File: config.mk
export PLATFORM = sky130hd
export DESIGN_NAME = dam_top
export DESIGN_NICKNAME = d
export VERILOG_FILES = /design/src/dam_pkg.sv /design/src/dam_stage_pipe.sv /design/src/dam_top.sv
export SDC_FILE = /design/constraint.sdc
export NUM_CORES = 1
export LEC_CHECK = 0
export ABC_AREA = 1
export BUFFER_PORTS_ARGS = -buffer_cell sky130_fd_sc_hd__buf_4
export CAP_MARGIN = 40
export CORE_MARGIN = 1
export CORE_UTILIZATION = 56
export CTS_CLUSTER_DIAMETER = 80
export CTS_CLUSTER_SIZE = 8
export DETAILED_ROUTE_END_ITERATION = 10
export MAX_ROUTING_LAYER = met4
export PLACE_DENSITY = 0.82
export SLEW_MARGIN = 25
export SYNTH_ARGS = -nofsm -noshare
export SYNTH_HDL_FRONTEND = slang
export SYNTH_HIERARCHICAL = 1
export SYNTH_SLANG_ARGS = --single-unit
File: constraint.sdc
create_clock -name i_clk -period 1.65 [get_ports i_clk]
set_input_delay 0.165 -clock i_clk [delete_from_list [all_inputs] [get_ports i_clk]]
set_output_delay 0.165 -clock i_clk [all_outputs]
set_load 0.005 [all_outputs]
File: src/dam_pkg.sv
/*
 * Shared constants and types for the dual-channel muxed-output converter model.
 * Assumes a single system clock, much faster than the converter clock pin it samples.
 */
package dam_pkg;

   // Word widths
   localparam int DAM_RAW_W = 9;                  // Raw corrected stage sum, signed
   localparam int DAM_CODE_W = 8;                 // Output code width
   localparam int DAM_PAIR_W = 2 * DAM_CODE_W;    // Both channels side by side

   // Pipeline latency in converter half periods, output latch included
   localparam int DAM_LAT_FIRST_CYC = 5;          // First channel, whole cycles
   localparam int DAM_LAT_FIRST_HALF = 2 * DAM_LAT_FIRST_CYC;
   localparam int DAM_LAT_SECOND_HALF = DAM_LAT_FIRST_HALF + 1;  // 5.5 cycles
   localparam int DAM_PIPE_DEPTH = DAM_LAT_SECOND_HALF;          // Stages held
   // Stage read by the output latch at the edge that ends each latency
   localparam int DAM_TAP_FIRST = DAM_LAT_FIRST_HALF - 1;
   localparam int DAM_TAP_SECOND = DAM_LAT_SECOND_HALF - 1;

   // Coding: offset binary, bipolar zero at the mid code
   localparam logic [7:0] DAM_ZERO_CODE = 8'h80;
   localparam logic [8:0] DAM_RAW_MAX = 9'h07f;   // +127 in two's complement
   localparam logic [8:0] DAM_RAW_MIN = 9'h180;   // -128 in two's complement

   // Values after reset
   localparam logic [7:0] DAM_BUS_RST = 8'h00;
   localparam logic [15:0] DAM_PAIR_RST = 16'h0000;
   localparam logic [2:0] DAM_SYNC_RST = 3'h0;

   // Power modes, encoded as {select_low, select_high}
   typedef enum logic [1:0] {
      DAM_SHUTDOWN = 2'b00,
      DAM_STANDBY = 2'b01,
      DAM_IDLE = 2'b10,
      DAM_NORMAL = 2'b11
   } dam_mode_t;

endpackage

File: src/dam_stage_pipe.sv
/*
 * Stage chain: a shift line of channel pairs, moved one stage per shift strobe.
 * Assumes the strobe comes once per converter half period and only while converting.
 */
`timescale 1ns/10ps

module dam_stage_pipe
   import dam_pkg::*;
(
   // Clock and reset
   input wire logic i_clk,
   input wire logic i_rst,
   // Shift side
   input wire logic i_shift,
   input wire logic [DAM_PAIR_W-1:0] i_word,
   // Taps, straight from stage registers
   output logic [DAM_PAIR_W-1:0] o_tap_first,
   output logic [DAM_PAIR_W-1:0] o_tap_second
);

   logic [DAM_PAIR_W-1:0] stage_reg [DAM_PIPE_DEPTH];   // Stage contents
   logic [DAM_PAIR_W-1:0] stage_next [DAM_PIPE_DEPTH];  // Next contents

   // Entry stage takes the new word on a shift
   always_comb begin
      stage_next[0] = i_shift ? i_word : stage_reg[0];
   end

   // Later stages take their neighbour on a shift
   genvar g;
   generate
      for (g = 1; g < DAM_PIPE_DEPTH; g++) begin : g_stage
         always_comb begin
            stage_next[g] = i_shift ? stage_reg[g-1] : stage_reg[g];
         end
      end
   endgenerate

   // Register every stage
   always_ff @(posedge i_clk) begin
      for (int k = 0; k < DAM_PIPE_DEPTH; k++) begin
         stage_reg[k] <= i_rst ? DAM_PAIR_RST : stage_next[k];
      end
   end

   // Read data come out of the stage registers
   assign o_tap_first = stage_reg[DAM_TAP_FIRST];
   assign o_tap_second = stage_reg[DAM_TAP_SECOND];

endmodule // dam_stage_pipe

File: src/dam_top.sv
/*
 * Digital output side of a dual-channel 8-bit pipelined converter: both channels
 * sampled on the converter clock rising edge, pipelined by half periods, and
 * multiplexed onto one tri-state bus with a channel indicator.
 * Assumes the converter clock and power-select pins are asynchronous and slow
 * against i_clk (at least eight i_clk periods per converter half period).
 */
`timescale 1ns/10ps

module dam_top
   import dam_pkg::*;
(
   // Clock and reset
   input wire logic i_clk,
   input wire logic i_rst,
   // Converter clock pin, asynchronous
   input wire logic i_conv_clk,
   // Power-select pins, asynchronous
   input wire logic i_power_select_low,
   input wire logic i_power_select_high,
   // Raw stage sums per channel, signed, on i_clk
   input wire logic [DAM_RAW_W-1:0] i_first_channel,
   input wire logic [DAM_RAW_W-1:0] i_second_channel,
   // Shared sample bus, tri-state as out/enable
   output logic [DAM_CODE_W-1:0] o_sample_bus,
   output logic o_sample_bus_oe,
   // Channel indicator
   output logic o_first_channel_flag
);

   // Correct a raw stage sum and code it as offset binary
   function automatic logic [DAM_CODE_W-1:0] corr_code(input logic [DAM_RAW_W-1:0] raw);
      logic [DAM_RAW_W-1:0] lim;
      lim = raw;
      // Clamp the redundant range to the 8-bit span
      if ($signed(raw) > $signed(DAM_RAW_MAX)) begin
         lim = DAM_RAW_MAX;
      end else if ($signed(raw) < $signed(DAM_RAW_MIN)) begin
         lim = DAM_RAW_MIN;
      end
      // Flip the sign so zero lands on the mid code
      return lim[DAM_CODE_W-1:0] ^ DAM_ZERO_CODE;
   endfunction

   // Pipeline and sampling run in idle and normal modes only
   function automatic logic mode_converts(input dam_mode_t m);
      return (m == DAM_IDLE) || (m == DAM_NORMAL);
   endfunction

   // Bus drivers are on in normal mode only
   function automatic logic mode_drives(input dam_mode_t m);
      return m == DAM_NORMAL;
   endfunction

   // Pin synchronisers, three flops each
   logic [2:0] clk_sync_reg;       // Converter clock chain
   logic [2:0] clk_sync_next;
   logic [2:0] psl_sync_reg;       // Select-low chain
   logic [2:0] psl_sync_next;
   logic [2:0] psh_sync_reg;       // Select-high chain
   logic [2:0] psh_sync_next;

   // Accepted pin levels
   logic clk_lvl_reg;              // Converter clock phase in force
   logic clk_lvl_next;
   logic psl_lvl_reg;              // Accepted select-low level
   logic psl_lvl_next;
   logic psh_lvl_reg;              // Accepted select-high level
   logic psh_lvl_next;

   // Mode and data path state
   dam_mode_t mode_reg;            // Current power mode
   dam_mode_t mode_next;
   logic [DAM_PAIR_W-1:0] hold_reg;   // Pair sampled at the last rising edge
   logic [DAM_PAIR_W-1:0] hold_next;
   logic [DAM_CODE_W-1:0] bus_reg;    // Output latch, keeps last word
   logic [DAM_CODE_W-1:0] bus_next;
   logic oe_reg;                      // Bus drive enable
   logic oe_next;
   logic flag_reg;                    // Channel indicator
   logic flag_next;

   // Edge events and pipe wiring
   logic rise_evt;                 // Accepted converter clock rising edge
   logic fall_evt;                 // Accepted converter clock falling edge
   logic converting;               // Sampling and stages active
   logic pipe_shift;               // One stage step
   logic [DAM_PAIR_W-1:0] pipe_in;    // Word entering the first stage
   logic [DAM_PAIR_W-1:0] tap_first;  // Pair ready for the first-channel latch
   logic [DAM_PAIR_W-1:0] tap_second; // Pair ready for the second-channel latch

   // Synchroniser shifts; only the second and third flops are compared
   always_comb begin
      // Each pin moves one flop further along its chain
      clk_sync_next = {clk_sync_reg[1:0], i_conv_clk};
      psl_sync_next = {psl_sync_reg[1:0], i_power_select_low};
      psh_sync_next = {psh_sync_reg[1:0], i_power_select_high};
      // Accepted levels hold until a chain has settled
      clk_lvl_next = clk_lvl_reg;
      psl_lvl_next = psl_lvl_reg;
      psh_lvl_next = psh_lvl_reg;
      // A change counts once the second and third flops agree
      if (clk_sync_reg[1] == clk_sync_reg[2]) begin
         clk_lvl_next = clk_sync_reg[2];
      end
      if (psl_sync_reg[1] == psl_sync_reg[2]) begin
         psl_lvl_next = psl_sync_reg[2];
      end
      if (psh_sync_reg[1] == psh_sync_reg[2]) begin
         psh_lvl_next = psh_sync_reg[2];
      end
   end

   // Register the synchronisers and accepted levels
   always_ff @(posedge i_clk) begin
      if (i_rst) begin
         // Empty the chains; the clock phase starts low
         clk_sync_reg <= DAM_SYNC_RST;
         psl_sync_reg <= DAM_SYNC_RST;
         psh_sync_reg <= DAM_SYNC_RST;
         clk_lvl_reg <= 1'b0;
         psl_lvl_reg <= 1'b0;
         psh_lvl_reg <= 1'b0;
      end else begin
         // Shift the chains and take the accepted levels
         clk_sync_reg <= clk_sync_next;
         psl_sync_reg <= psl_sync_next;
         psh_sync_reg <= psh_sync_next;
         clk_lvl_reg <= clk_lvl_next;
         psl_lvl_reg <= psl_lvl_next;
         psh_lvl_reg <= psh_lvl_next;
      end
   end

   // Edge events from the accepted converter clock
   assign rise_evt = clk_lvl_next & ~clk_lvl_reg;
   assign fall_evt = ~clk_lvl_next & clk_lvl_reg;
   assign converting = mode_converts(mode_reg);
   // Stages freeze outside idle and normal, so the pipe keeps its words
   assign pipe_shift = (rise_evt | fall_evt) & converting;

   // Both channels enter together on a rising edge; held pair refills on falling
   // The falling-edge copy only pads the half-period slot; it is tapped only after a conversion pause skips an odd number of edges
   assign pipe_in = rise_evt ?
      {corr_code(i_first_channel), corr_code(i_second_channel)} : hold_reg;

   // Stage chain, one step per half period
   // Taps come from stage registers, so the latch reads settled data
   dam_stage_pipe u_pipe (
      .i_clk(i_clk),
      .i_rst(i_rst),
      .i_shift(pipe_shift),
      .i_word(pipe_in),
      .o_tap_first(tap_first),
      .o_tap_second(tap_second)
   );

   // Next mode, sample hold, output latch, enable and indicator
   always_comb begin
      // Mode follows the accepted pins; hold, latch and indicator hold by default
      mode_next = dam_mode_t'({psl_lvl_reg, psh_lvl_reg});
      hold_next = hold_reg;
      bus_next = bus_reg;
      flag_next = flag_reg;
      // Bus drives only in normal mode; tri-state otherwise
      oe_next = mode_drives(mode_reg);
      // Capture the pair at the sampling edge
      if (rise_evt && converting) begin
         hold_next = pipe_in;
      end
      // First channel word after ten half periods, on a rising edge
      if (rise_evt && converting) begin
         bus_next = tap_first[DAM_PAIR_W-1:DAM_CODE_W];
      end
      // Second channel word after eleven half periods, on a falling edge
      if (fall_evt && converting) begin
         bus_next = tap_second[DAM_CODE_W-1:0];
      end
      // Indicator follows the clock phase
      if (rise_evt) begin
         flag_next = 1'b1;
      end else if (fall_evt) begin
         flag_next = 1'b0;
      end
   end

   // Register mode and outputs; latch keeps its word through shutdown and standby
   always_ff @(posedge i_clk) begin
      if (i_rst) begin
         // Shut down with the bus released and the latch cleared
         mode_reg <= DAM_SHUTDOWN;
         hold_reg <= DAM_PAIR_RST;
         bus_reg <= DAM_BUS_RST;
         oe_reg <= 1'b0;
         flag_reg <= 1'b0;
      end else begin
         // Take the next mode, latch word, enable and indicator
         mode_reg <= mode_next;
         hold_reg <= hold_next;
         bus_reg <= bus_next;
         oe_reg <= oe_next;
         flag_reg <= flag_next;
      end
   end

   // Outputs straight from flops
   assign o_sample_bus = bus_reg;
   assign o_sample_bus_oe = oe_reg;
   assign o_first_channel_flag = flag_reg;

endmodule // dam_top

# Word level (Yosys, flattened, before mapping)
# Memory sizes are Yosys's and may differ from the RTL's.
# Cells that the tools add are included.
# totals
rom_bits	0
regBits	40
input_bits	23
ramBits	176
latchBits	0
word_cells	66
mem_count	1
# mem_list
name	words	width	read_ports	rd_clocked_by_memory_dff	wr	line	rtl
u_pipe.stage_reg	11	16	11	0	11	dam_stage_pipe.sv:21	logic [DAM_PAIR_W-1:0] stage_reg [DAM_PIPE_DEPTH];
# classes
n_bitwise	8
addsub	0
n_eq_ne	5
order_cmp	4
muxes	32
n_mul	0
reduce_logical	5
shift	0
n_div	0
# ops
cell	count
16-bit two-way mux	23
8-bit two-way mux	6
9-bit by 8-bit > comparator with 1-bit output (second input constant)	2
9-bit by 8-bit less-than comparator with 1-bit output (second input constant)	2
2-bit equality test (second input constant)	2
1-bit NOT	4
2-bit nonzero test	2
1-bit AND	3
1-bit equality test	3
1-bit two-way mux	3
1-bit logical AND	2
1-bit logical OR	1
1-bit OR	1

# Depth between registers and ports, before layout
# depth
depth_word	8
mapped_depth	14
depth_no_buf	13

# Hierarchy
# The synthesis kept the hierarchy.
# modules_own_cells
module	seq_area_each_um2	area_each_um2	cells_per_inst	instances
dam_stage_pipe	3523.4	7221.9	1115	1
dam_top	800.8	1796.7	266	1

# Least setup slack after synthesis
# OpenSTA, ideal clock, no wires.
# synth_timing
path_kind	register to register
startpoint	reg clk_sync_reg[2]
endpoint	mem u_pipe/stage_reg[10][0] (netlist bit)
required_ns	1.537
path_buffers	3
t_arrival_ns	1.598
slack_ns	-0.060
setup_time_ns	0.113
stages_incl_launch_ff	11
cell_sequence	dfxtp_1 -> o21ai_0 -> inv_1 -> ha_1 -> nor2_1 -> buf_6 -> buf_6 -> buf_2 -> nand2_1 -> nand2_1 -> nor2_1
# synth_lines
element	line	rtl
from (decl)	dam_top.sv:56	logic [2:0] clk_sync_reg;
from (signal assigned)	dam_top.sv:126	clk_sync_reg <= clk_sync_next;
to (decl)	dam_stage_pipe.sv:21	

==> impl_metrics.py <==
metrics = {
    "run_status": {
        "status": "complete, but fails checks",
        "violations": "setup timing",
    },
    "finish": {
        "drive_gt1_frac": 0.2316,
        "syn_to_final_growth_pct": 34.12,
        "ff_latch_area_um2": 4170,
        "nets": 1451,
        "num_antenna_cells": 0,
        "largest_reg_flops": 168,
        "fin_util": 0.7683,
        "multi_input_area_um2": 3984,
        "design_area_um2": 11680,
        "fill_cells": 853,
    },
    "logic_synthesis": {
        "syn_nets": 1358,
        "yosysWarnings": 6,
        "syn_area_um2": 8708,
        "syn_area_per_cell_um2": 6.533,
        "syn_inst": 1333,
    },
    "clock_tree": {
        "worst_skew_pair.late_latency_ns": 0.54,
        "clk_path_buf_depth": 3,
        "cts_tree": "yes",
        "cts.sinks": 208,
        "cts-root-buf": "clkbuf_16",
        "clk_pin_slew_ns": 0.06,
        "cts_max_level": 1,
        "cts_buffers": 29,
    },
    "drt": {
        "route.detailed.drc": 0,
        "finalWirelength_um": 26610,
        "wire_per_inst_um": 16.50,
        "drtIter0Drc": 813,
        "ant_nets": 0,
        "routed_via_density": 5.431,
        "vias": 8761,
        "drt_pass1_iterations": 6,
    },
    "sta": {
        "fin_ws_ns": -0.2241,
        "period_minus_slack_ns": 1.874,
        "relSlewSlack": 0.7037,
        "finalMaxSlewViolations": 0,
        "clock_skew_ns": 0.02326,
        "fmax_mhz": 533.6,
        "finalCritPeriodShare": 1.136,
        "grt_setup_unrepaired": "yes",
        "max_slew.worst_pin.slew_ns": 0.4440,
        "finalSetupViolations": 172,
        "hold_viol_final": 0,
    },
    "placed_design": {
        "io_buffer_count": 32,
        "placed_area_um2": 9393,
        "dp_hpwl_um": 10130,
        "place_congestion": 0.7832,
    },
    "floorplan": {
        "die_h_um": 126.7,
        "start_util": 0.5728,
        "die_area_um2": 16050,
        "std_cell_rows": 45,
        "coreArea_um2": 15200,
        "ios": 33,
        "die_x_um": 126.7,
    },
    "power_and_ir_drop": {
        "ir_drop_uv": 766.9,
        "powerDensity_nw_per_um2": 903.1,
        "p_leak_nw": 4.750,
    },
    "worst_setup_path": {
        "endpoint_kind": "flop",
        "regToRegSetupSlack_ns": -0.22,
        "startpoint_type": "flop",
        "path_class": "reg -> reg",
        "path_max_fanout": 11,
        "worstPathRequired_ns": 2.12,
        "cp.arrival_ns": 2.34,
    },
    "run": {
        "maxCapViolCount": 0,
    },
    "grt": {
        "grt_pass1_vias": 7923,
        "overflow": 0,
        "grt_max_degree": 44,
        "grt_pass1_wl_um": 34930,
        "antenna_found_initial": 0,
        "grt_usage": 0.2723,
    },
    "worst_hold_path": {
        "hold_path_class": "in -> reg",
    },
}
## where the power goes
part	switching, W	internal (W)	leakage [nW]
sequential	0.00000534	0.00504	1.68
clock	0.00209	0.00305	0.362
combinational	0.000220	0.000138	2.71
## layout by cell type, fill, tap and decap left out, drive strengths merged
master	n
nand2	410
nor2	379
inv	211
dfxtp	208
buf	106
clkbuf	44
o21ai	21
a21oi	12
nand3	11
dlygate4sd3	9
nor3	6
nand3b	6
ha	2
## layout make-up
type,instances,share of cell area
well taps,188,0.02014
clock inverters,1,0.0007499
flip-flops and latches,208,0.3570
inverters,210,0.06834
clock buffers,29,0.06213
multi-input cells,847,0.3411
repair buffers,130,0.1505
## metrics by stage
step / setup WS (ns) / power [W] / hold WS (ns) / setup TNS (ns) / std cells
finish: -0.2241 / 0.01055 / 0.08174 / -17.51 / 1613
global route: -0.2633 / 0.01079 / 0.1213 / -25.47 / 1613
CTS: -0.1026 / 0.01042 / 0.03670 / -8.445 / 1602
detailed placement: -0.1390 / 0.005426 / 0.3732 / -13.91 / 1539
global placement: -0.07870 / 0.005421 / 0.3666 / -4.364 / 1539
floorplan: 0.005390 / 0.005339 / 0.2478 / 0 / 1333
## critical path, stage by stage (launching register included)
cell and delay (ns):
dfxtp_2 0.34, nand2_2 0.06, nand2_2 0.06, o21ai_2 0.06
inv_2 0.07, ha_4 0.14, inv_2 0.05, buf_12 0.14
a21oi_4 0.25, nand2_1 0.15, nand2_1 0.12, inv_1 0.08
nand2_2 0.09, nand2_1 0.07, nor2_1 0.12
## timing repair
action / in CTS / in global routing
hold endpoints to repair: 12 / 0
buffers inserted: 14 / 4
resized for setup: 86 / 182
pin swaps: 35 / 83
gates cloned: 11 / 15
endpoints found under the setup margin: 182 / 191
hold buffers: 9 / 0
## path summary, 6_finish.rpt
kind | from | cells after the start | endpoint
worst max-delay path | clk_sync_reg[2] | 14 | u_pipe/stage_reg[0][12]
worst min register to register | clk_sync_reg[0] | 2 | clk_sync_reg[1]
worst max register to register | clk_sync_reg[2] | 14 | u_pipe/stage_reg[0][12]
worst min-delay path | i_second_channel[6] | 5 | hold_reg[6]
## per-layer routing
layer	GRT usage	wire length (um)
met3	0.04977	1563
met2	0.5109	13690
met1	0.2746	9539
met4	0.1218	1814
met5	-	0
Note: power is estimated with default switching activity, not from simulation.
